===== config.mk =====
export PLATFORM = sky130hd
export DESIGN_NAME = usb_core_irq_source_mask
export DESIGN_NICKNAME = d
export VERILOG_FILES = /design/src/usb_core_irq_source_mask.v /design/src/irq_bit_cell.v /design/src/axil_reg_port.v
export VERILOG_INCLUDE_DIRS = /design/src
export SDC_FILE = /design/constraint.sdc
export NUM_CORES = 1
export LEC_CHECK = 0
export BUFFER_PORTS_ARGS = -buffer_cell sky130_fd_sc_hd__buf_2
export CAP_MARGIN = 25
export CELL_PAD_IN_SITES_DETAIL_PLACEMENT = 0
export CELL_PAD_IN_SITES_GLOBAL_PLACEMENT = 1
export CORE_MARGIN = 1.5
export CORE_UTILIZATION = 34
export CTS_BUF_LIST = sky130_fd_sc_hd__clkbuf_16
export CTS_CLUSTER_DIAMETER = 60
export DETAILED_ROUTE_END_ITERATION = 16
export GPL_TIMING_DRIVEN = 0
export PLACE_DENSITY_LB_ADDON = 0.05
export SKIP_CTS_REPAIR_TIMING = 1
export SLEW_MARGIN = 20
export SYNTH_ARGS = -nofsm -noshare
export SYNTH_HDL_FRONTEND = slang
export SYNTH_SLANG_ARGS = --single-unit

===== constraint.sdc =====
create_clock -name clock -period 1.8 [get_ports clock]
set_input_delay 0.09 -clock clock [delete_from_list [all_inputs] [get_ports clock]]
set_output_delay 0.09 -clock clock [all_outputs]
set_load 0.05 [all_outputs]

===== src/usb_irq_map.vh =====
`ifndef USB_IRQ_MAP_VH
`define USB_IRQ_MAP_VH

// ****************************************************************
// Register byte offsets
// ****************************************************************
`define OFS_RAW_EP 12'h000
`define OFS_RAW_CORE 12'h004
`define OFS_FORCE_EP 12'h008
`define OFS_FORCE_CORE 12'h00C
`define OFS_ACK_EP 12'h010
`define OFS_ACK_CORE 12'h014
`define OFS_EN_EP 12'h018
`define OFS_EN_CORE 12'h01C
`define OFS_EN_ON_EP 12'h020
`define OFS_EN_ON_CORE 12'h024
`define OFS_EN_OFF_EP 12'h028
`define OFS_EN_OFF_CORE 12'h02C
`define OFS_PEND_EP 12'h030
`define OFS_PEND_CORE 12'h034

// ****************************************************************
// Field layout and reset values
// ****************************************************************
`define EP_CTRL0_BIT 0
`define EP_TX_LSB 1
`define EP_TX_MSB 4
`define EP_RX_LSB 9
`define EP_RX_MSB 12
`define EP_VALID_MASK 16'h1E1F
`define CORE_VALID_MASK 16'h01FF
`define IRQ_RESET 16'h0000
`define AXI_RESP_OKAY 2'h0
`define AXI_RESP_SLVERR 2'h2

`endif


===== src/usb_core_irq_source_mask.v =====
// Functional notes
// - Endpoint bits 12..9 latch receive events of endpoints 4..1.
// - Endpoint bits 4..1 latch transmit events of endpoints 4..1.
// - Endpoint bit 0 latches combined receive/transmit of control endpoint 0.
// - Core register holds nine core sources in 8..0; 15..9 read zero.
// - Writing one to force-endpoint bit sets that endpoint source.
// - Writing one to force-core bits 8..0 sets that core source.
// - Reading force or ack registers returns current source contents.
// - Writing one to ack-endpoint bit clears that endpoint source.
// - Writing one to ack-core bits 8..0 clears that core source.
// - Masks gate only pending view; raw sources always latch.
// - Each enable bit sits in its source's bit position.
// - Enable registers read-only, reset zero, changed via on/off registers.
// - Writing one to enable-on bit sets that enable; set means enabled.
// - Writing one to enable-off bit clears that enable bit.
// - Reading enable-on or enable-off registers returns current enables.
// - Pending registers show source AND enable, same positions.
// - Only core-raised interrupts are covered; no DMA events.
//
// The AXI4-Lite register port and the placing of the registers are this design's own decisions.
`timescale 1ns/1ps
`include "usb_irq_map.vh"

module usb_core_irq_source_mask #(
  parameter EP_COUNT = 4,
  parameter CORE_EVENTS = 9
) (
  input wire clock,
  input wire rstn,
  input wire [11:0] s_axi_awaddr,
  input wire s_axi_awvalid,
  output wire s_axi_awready,
  input wire [31:0] s_axi_wdata,
  input wire [3:0] s_axi_wstrb,
  input wire s_axi_wvalid,
  output wire s_axi_wready,
  output wire [1:0] s_axi_bresp,
  output wire s_axi_bvalid,
  input wire s_axi_bready,
  input wire [11:0] s_axi_araddr,
  input wire s_axi_arvalid,
  output wire s_axi_arready,
  output wire [31:0] s_axi_rdata,
  output wire [1:0] s_axi_rresp,
  output wire s_axi_rvalid,
  input wire s_axi_rready,
  input wire [EP_COUNT-1:0] receive_ep_irq,
  input wire [EP_COUNT-1:0] transmit_ep_irq,
  input wire control_ep0_irq,
  input wire [CORE_EVENTS-1:0] core_event_irq,
  output reg irq
);

  // ****************************************************************
  // Register bus
  // ****************************************************************
  wire wr_strobe;
  wire [11:0] wr_addr;
  wire [15:0] wr_data;
  wire rd_strobe;
  wire [11:0] rd_addr;
  reg [15:0] rd_data;
  reg rd_hit;
  reg wr_hit;

  axil_reg_port u_port (
    .clock(clock),
    .rstn(rstn),
    .s_axi_awaddr(s_axi_awaddr),
    .s_axi_awvalid(s_axi_awvalid),
    .s_axi_awready(s_axi_awready),
    .s_axi_wdata(s_axi_wdata),
    .s_axi_wstrb(s_axi_wstrb),
    .s_axi_wvalid(s_axi_wvalid),
    .s_axi_wready(s_axi_wready),
    .s_axi_bresp(s_axi_bresp),
    .s_axi_bvalid(s_axi_bvalid),
    .s_axi_bready(s_axi_bready),
    .s_axi_araddr(s_axi_araddr),
    .s_axi_arvalid(s_axi_arvalid),
    .s_axi_arready(s_axi_arready),
    .s_axi_rdata(s_axi_rdata),
    .s_axi_rresp(s_axi_rresp),
    .s_axi_rvalid(s_axi_rvalid),
    .s_axi_rready(s_axi_rready),
    .wr_strobe(wr_strobe),
    .wr_addr(wr_addr),
    .wr_data(wr_data),
    .wr_hit(wr_hit),
    .rd_strobe(rd_strobe),
    .rd_addr(rd_addr),
    .rd_data(rd_data),
    .rd_hit(rd_hit)
  );

  // ****************************************************************
  // Write decode
  // ****************************************************************
  function [15:0] wr_sel;
    input strobe;
    input [11:0] addr;
    input [11:0] target;
    input [15:0] data;
    begin
      wr_sel = (strobe && addr == target) ? data : 16'h0000;
    end
  endfunction

  wire [15:0] force_ep = wr_sel(wr_strobe, wr_addr, `OFS_FORCE_EP, wr_data);
  wire [15:0] force_core = wr_sel(wr_strobe, wr_addr, `OFS_FORCE_CORE, wr_data);
  wire [15:0] ack_ep = wr_sel(wr_strobe, wr_addr, `OFS_ACK_EP, wr_data);
  wire [15:0] ack_core = wr_sel(wr_strobe, wr_addr, `OFS_ACK_CORE, wr_data);
  wire [15:0] on_ep = wr_sel(wr_strobe, wr_addr, `OFS_EN_ON_EP, wr_data);
  wire [15:0] on_core = wr_sel(wr_strobe, wr_addr, `OFS_EN_ON_CORE, wr_data);
  wire [15:0] off_ep = wr_sel(wr_strobe, wr_addr, `OFS_EN_OFF_EP, wr_data);
  wire [15:0] off_core = wr_sel(wr_strobe, wr_addr, `OFS_EN_OFF_CORE, wr_data);

  // Read-only registers accept writes silently; unmapped offsets answer SLVERR
  always @* begin
    if (wr_addr == `OFS_RAW_EP || wr_addr == `OFS_RAW_CORE) begin
      wr_hit = 1'b1;
    end else if (wr_addr == `OFS_EN_EP || wr_addr == `OFS_EN_CORE) begin
      wr_hit = 1'b1;
    end else if (wr_addr == `OFS_PEND_EP || wr_addr == `OFS_PEND_CORE) begin
      wr_hit = 1'b1;
    end else if (wr_addr >= `OFS_FORCE_EP && wr_addr <= `OFS_ACK_CORE
                 && wr_addr[1:0] == 2'h0) begin
      wr_hit = 1'b1;
    end else if (wr_addr >= `OFS_EN_ON_EP && wr_addr <= `OFS_EN_OFF_CORE
                 && wr_addr[1:0] == 2'h0) begin
      wr_hit = 1'b1;
    end else begin
      wr_hit = 1'b0;
    end
  end

  // ****************************************************************
  // Hardware event mapping into the endpoint register layout
  // ****************************************************************
  reg [15:0] ep_events;
  always @* begin
    ep_events = 16'h0000;
    ep_events[`EP_RX_MSB:`EP_RX_LSB] = receive_ep_irq[3:0];
    ep_events[`EP_TX_MSB:`EP_TX_LSB] = transmit_ep_irq[3:0];
    ep_events[`EP_CTRL0_BIT] = control_ep0_irq;
  end

  wire [15:0] core_events = {{(16 - CORE_EVENTS){1'b0}}, core_event_irq};

  // ****************************************************************
  // Source and enable flags
  // ****************************************************************
  wire [15:0] raw_ep;
  wire [15:0] raw_core;
  wire [15:0] en_ep;
  wire [15:0] en_core;

  // Sources latch regardless of enables; set beats clear
  irq_bit_cell #(.WIDTH(16), .VALID(`EP_VALID_MASK)) u_raw_ep (
    .clock(clock),
    .rstn(rstn),
    .set_bits(ep_events | force_ep),
    .clear_bits(ack_ep),
    .value(raw_ep)
  );

  irq_bit_cell #(.WIDTH(16), .VALID(`CORE_VALID_MASK)) u_raw_core (
    .clock(clock),
    .rstn(rstn),
    .set_bits(core_events | force_core),
    .clear_bits(ack_core),
    .value(raw_core)
  );

  // Same layout as sources, reset to zero
  irq_bit_cell #(.WIDTH(16), .VALID(`EP_VALID_MASK)) u_en_ep (
    .clock(clock),
    .rstn(rstn),
    .set_bits(on_ep),
    .clear_bits(off_ep),
    .value(en_ep)
  );

  irq_bit_cell #(.WIDTH(16), .VALID(`CORE_VALID_MASK)) u_en_core (
    .clock(clock),
    .rstn(rstn),
    .set_bits(on_core),
    .clear_bits(off_core),
    .value(en_core)
  );

  // Only core events feed these flags, no DMA inputs exist
  wire [15:0] pend_ep = raw_ep & en_ep;
  wire [15:0] pend_core = raw_core & en_core;

  // ****************************************************************
  // Interrupt output
  // ****************************************************************
  always @(posedge clock) begin
    if (!rstn) begin
      irq <= 1'b0;
    end else begin
      irq <= |{pend_ep, pend_core};
    end
  end

  // ****************************************************************
  // Read decode
  // ****************************************************************
  // Valid masks in the cells keep reserved bits zero
  always @* begin
    rd_hit = 1'b1;
    if (rd_addr == `OFS_RAW_EP) begin
      rd_data = raw_ep;
    end else if (rd_addr == `OFS_RAW_CORE) begin
      rd_data = raw_core;
    end else if (rd_addr == `OFS_FORCE_EP || rd_addr == `OFS_ACK_EP) begin
      rd_data = raw_ep;
    end else if (rd_addr == `OFS_FORCE_CORE || rd_addr == `OFS_ACK_CORE) begin
      rd_data = raw_core;
    end else if (rd_addr == `OFS_EN_EP) begin
      rd_data = en_ep;
    end else if (rd_addr == `OFS_EN_CORE) begin
      rd_data = en_core;
    end else if (rd_addr == `OFS_EN_ON_EP || rd_addr == `OFS_EN_OFF_EP) begin
      rd_data = en_ep;
    end else if (rd_addr == `OFS_EN_ON_CORE || rd_addr == `OFS_EN_OFF_CORE) begin
      rd_data = en_core;
    end else if (rd_addr == `OFS_PEND_EP) begin
      rd_data = pend_ep;
    end else if (rd_addr == `OFS_PEND_CORE) begin
      rd_data = pend_core;
    end else begin
      rd_data = 16'h0000;
      rd_hit = 1'b0;
    end
  end

endmodule // usb_core_irq_source_mask


===== src/irq_bit_cell.v =====
`timescale 1ns/1ps
// ****************************************************************
// Bank of set/clear flags; a set wins over a clear in the same cycle
// ****************************************************************
module irq_bit_cell #(
  parameter WIDTH = 16,
  parameter [15:0] VALID = 16'hFFFF
) (
  input wire clock,
  input wire rstn,
  input wire [WIDTH-1:0] set_bits,
  input wire [WIDTH-1:0] clear_bits,
  output reg [WIDTH-1:0] value
);
  always @(posedge clock) begin
    if (!rstn) begin
      value <= {WIDTH{1'b0}};
    end else begin
      value <= ((value & ~clear_bits) | set_bits) & VALID[WIDTH-1:0];
    end
  end
endmodule // irq_bit_cell


===== src/axil_reg_port.v =====
`timescale 1ns/1ps
`include "usb_irq_map.vh"
// ****************************************************************
// AXI4-Lite slave: one write and one read at a time, one-cycle strobes out
// ****************************************************************
module axil_reg_port (
  input wire clock,
  input wire rstn,
  input wire [11:0] s_axi_awaddr,
  input wire s_axi_awvalid,
  output wire s_axi_awready,
  input wire [31:0] s_axi_wdata,
  input wire [3:0] s_axi_wstrb,
  input wire s_axi_wvalid,
  output wire s_axi_wready,
  output reg [1:0] s_axi_bresp,
  output reg s_axi_bvalid,
  input wire s_axi_bready,
  input wire [11:0] s_axi_araddr,
  input wire s_axi_arvalid,
  output wire s_axi_arready,
  output reg [31:0] s_axi_rdata,
  output reg [1:0] s_axi_rresp,
  output reg s_axi_rvalid,
  input wire s_axi_rready,
  output wire wr_strobe,
  output wire [11:0] wr_addr,
  output wire [15:0] wr_data,
  input wire wr_hit,
  output wire rd_strobe,
  output wire [11:0] rd_addr,
  input wire [15:0] rd_data,
  input wire rd_hit
);
  reg aw_held;
  reg w_held;
  reg [11:0] aw_addr;
  reg [15:0] w_data;

  assign s_axi_awready = !aw_held && !s_axi_bvalid;
  assign s_axi_wready = !w_held && !s_axi_bvalid;
  assign s_axi_arready = !s_axi_rvalid;
  assign wr_strobe = aw_held && w_held;
  assign wr_addr = aw_addr;
  assign wr_data = w_data;
  assign rd_strobe = s_axi_arvalid && s_axi_arready;
  assign rd_addr = s_axi_araddr;

  always @(posedge clock) begin
    if (!rstn) begin
      aw_held <= 1'b0;
      w_held <= 1'b0;
      aw_addr <= 12'h000;
      w_data <= 16'h0000;
      s_axi_bvalid <= 1'b0;
      s_axi_bresp <= `AXI_RESP_OKAY;
    end else begin
      if (s_axi_awvalid && s_axi_awready) begin
        aw_held <= 1'b1;
        aw_addr <= s_axi_awaddr;
      end
      if (s_axi_wvalid && s_axi_wready) begin
        w_held <= 1'b1;
        // Registers are 16 bits; lanes 2 and 3 are ignored
        w_data <= {s_axi_wstrb[1] ? s_axi_wdata[15:8] : 8'h00,
                   s_axi_wstrb[0] ? s_axi_wdata[7:0] : 8'h00};
      end
      if (wr_strobe) begin
        aw_held <= 1'b0;
        w_held <= 1'b0;
        s_axi_bvalid <= 1'b1;
        s_axi_bresp <= wr_hit ? `AXI_RESP_OKAY : `AXI_RESP_SLVERR;
      end else if (s_axi_bready) begin
        s_axi_bvalid <= 1'b0;
      end
    end
  end

  always @(posedge clock) begin
    if (!rstn) begin
      s_axi_rvalid <= 1'b0;
      s_axi_rdata <= 32'h00000000;
      s_axi_rresp <= `AXI_RESP_OKAY;
    end else if (rd_strobe) begin
      s_axi_rvalid <= 1'b1;
      s_axi_rdata <= {16'h0000, rd_data};
      s_axi_rresp <= rd_hit ? `AXI_RESP_OKAY : `AXI_RESP_SLVERR;
    end else if (s_axi_rready) begin
      s_axi_rvalid <= 1'b0;
    end
  end
endmodule // axil_reg_port


==> summary.md <==
| Metric | Value |
|---|---|
| Run status | `complete, but fails checks` |
| Failing checks | `hold timing, setup timing` |
| Most common cell after layout, fill and taps aside | `nand2_1` |
| Post-synth EDFFs | `0` |
| Largest delay share family, worst path | `compound AO/OA/AOI/OAI gates` |
| Ports | `127` |
| Initial DRC Count | `236` |
| Worst-margin pin slew | `0.702 ns` |
| Die Wd | `114 um` |
| Chip height | `114 um` |
| Asr flop ratio synth | `0%` |
| MaxCap Viol Count | `0` |
| CTS tree | `done` |
| Crit share post-route | `102%` |
| Max_slew headroom | `53.1%` |
| Pwr Density | `857 mW/mm2` |
| Leak | `2.16 nW` |
| Peak Freq | `0.543 GHz` |
| Ys flop type | `dfxtp_1` |
| Drt wl/cell | `16.8 um` |
| Cells after Synth | `526` |
| DR WL met3 | `525 um` |
| Distinct cells, synth | `57` |
| WP buf/inv | `2` |
| Clock root buffer | `clkbuf_16` |
| Syn_area_per_cell | `7.98 um2` |
| Setup WS pre-CTS | `-0.368 ns` |
| Max Transition Viols Final | `0` |
| Synth Cell Area | `0.00420 mm2` |
| Commonest non-fill, non-tap cells in the layout | `99 x nand2_1, 81 x buf_2, 80 x dfxtp_1, 41 x a21oi_1, 28 x nor2_1` |
| WL final | `13.5 mm` |
| Drt via density | `5.24` |
| # fillers | `1231` |
| Endpoints failing setup | `4` |
| DRC | `0` |
| Crit. End Element | `register` |
| Area grow syn2layout | `29.1%` |
| Post-DP Area | `0.00487 mm2` |
| Largest net degree at the start of global routing | `13` |
| Final instance area | `0.00542 mm2` |
| CP arrival | `2.07 ns` |
| Via count | `4233` |
| Port buffer count | `79` |
| Clock slew at reported path FFs | `0.06 ns` |
| Crit path cell chain | `nor4_4 -> nand3_2 -> buf_6 -> buf_6 -> o41a_1 -> o21ai_1 -> nand2_1` |
| Slowest CP cell | `o41a_1` |
| Setup WS post-layout | `-0.0433 ns` |
| Wl on met1 | `6.27 mm` |
| YS warnings | `0` |
| Slowest stage delay, CP | `0.48 ns` |
| Initial core utilization | `35.0%` |
| CP most frequent cell | `buf_6` |
| Fin crit period | `1.84 ns` |
| Setup TNS | `-0.153 ns` |
| Hpwl dp | `10.1 mm` |
| Fin. Hold Viols | `12` |
| Total core area | `0.0120 mm2` |
| Sink Count | `81` |
| Startpoint types | `register` |
| GPL Wtd Cong | `0.884` |
| Nets | `742` |
| Initial antenna violation count | `0` |
| TritonCTS Buffers | `9` |
| Min-Delay Path Class | `input port to register` |
| DRT Pass-1 Iters | `5` |
| Max Buffers Root-to-Sink | `2` |
| Maximum vdd drop | `397 uV` |
| First-pass GRT wire length | `20.5 mm` |
| Overall routing resource usage | `20.7%` |
| Total power | `4.65 mW` |
| Met2 WL | `6.51 mm` |
| Post-synthesis sequential area ratio | `38.6%` |
| ANT cells | `0` |
| Number of synthesized register bits | `81` |
| RSZ-0062 raised after global routing | `true` |
| Highest metal used | `met4` |
| Die area | `0.0130 mm2` |
| Total grt overflow | `0` |
| # H-tree levels | `3` |
| Critical path class | `register to register` |
| WP data required | `2.03 ns` |
| Setup Skew | `0.00592 ns` |
| Layout cell share with drive strength beyond 1 | `23.0%` |
| Vias in the first global route | `3841` |
| Rows | `40` |
| WHS | `-0.0240 ns` |
| Worst-path fanout max | `6` |
| DRT antenna net count | `0` |
| Clk Latency, worst-skew pair | `0.34 ns` |
Yosys cell counts, types with 2 or more instances:
library cell	instances	area, um2
inv_1	22	82.6
o41a_1	2	22.5
and2_1	6	37.5
nor4_4	5	106
buf_1	4	15.0
o21ai_0	29	145
nor3_2	2	20.0
buf_4	21	158
a31oi_1	17	106
a21oi_1	41	205
nand2_1	99	372
a22oi_1	21	158
a32o_1	18	180
nand3_1	17	85.1
clkbuf_1	26	97.6
nor2_1	31	116
mux2i_1	5	50.1
nor2_2	3	18.8
o21ai_1	3	15.0
dfxtp_1	81	1620
a22o_1	3	26.3
a221oi_1	7	61.3
o221ai_1	4	35.0
and3_1	5	31.3
nand4_1	5	31.3
o211ai_1	4	30.0
a32oi_1	3	26.3
nor4_2	3	37.5
nor3_1	3	15.0
nor2b_1	2	12.5
nand2b_1	5	31.3
o31ai_1	4	30.0
final cells by class:
cell class | count | area (um2) | share of cell area, %
multi-input combinational | 392 | 2370 | 43.7
sequential | 81 | 1620 | 29.9
timing repair buffer | 99 | 583 | 10.8
buffer | 52 | 279 | 5.15
clock buffer | 9 | 225 | 4.15
tap | 147 | 184 | 3.39
inverter | 22 | 82.6 | 1.52
clock inverter | 6 | 76.3 | 1.41
worst reg2reg max path, stage by stage (launching register included):
cell     delay, ns
dfxtp_2       0.33
nor4_4        0.32
nand3_2       0.11
buf_6         0.15
buf_6         0.11
o41a_1        0.48
o21ai_1       0.17
nand2_1       0.06
worst paths after layout:
check | startpoint | end | slack (ns) | cells after the start
setup / recovery | u_port.wr_addr[8] | u_raw_core.value[8] | -0.04 | 7
hold / removal | receive_ep_irq[1] | u_raw_ep.value[10] | -0.02 | 3
setup reg to reg | u_port.wr_addr[8] | u_raw_core.value[8] | -0.04 | 7
hold reg to reg | u_port.s_axi_rdata[8] | u_port.s_axi_rdata[8] | 0.43 | 2
logic make-up after synthesis:
family,after synthesis,share of synthesized area [%]
multiplexers,6,1.46
AND/OR/NAND/NOR,196,23.9
other,1,0.0893
XOR/XNOR,1,0.209
flip-flops,81,38.6
buffers and inverters,74,8.52
AO/OA/AOI/OAI,167,27.2
power by group:
part | switching, mW | internal, mW | total [mW] | leakage [nW]
combinational | 0.470 | 0.252 | 0.722 | 1.34
clock | 0.716 | 1.19 | 1.91 | 0.155
sequential | 0.128 | 1.89 | 2.02 | 0.665
through the flow:
stage	instances	utilization, %
after floorplan	546	-
final	808	45.1
after global placement	772	40.5
after detailed placement	772	40.5
after global routing	808	45.1
after CTS	787	43.0
routing by layer:
metal	global-route usage, %	vias up
li1	-	2150
met1	27.2	1959
met2	34.3	106
met3	3.49	18
met4	7.17	0
met5	0	-
state kept, by name, indices dropped and copies added, names as in the netlist:
name,cells
u_en_ep.value,9
u_port.aw_held,1
u_raw_core.value,9
u_en_core.value,9
u_port.w_held,1
u_port.s_axi_rresp,1
u_raw_ep.value,9
u_port.wr_data,13
irq,1
u_port.s_axi_rdata,13
u_port.s_axi_bvalid,1
u_port.wr_addr,12
u_port.s_axi_rvalid,1
u_port.s_axi_bresp,1
Power figures use the tool's default switching activity.
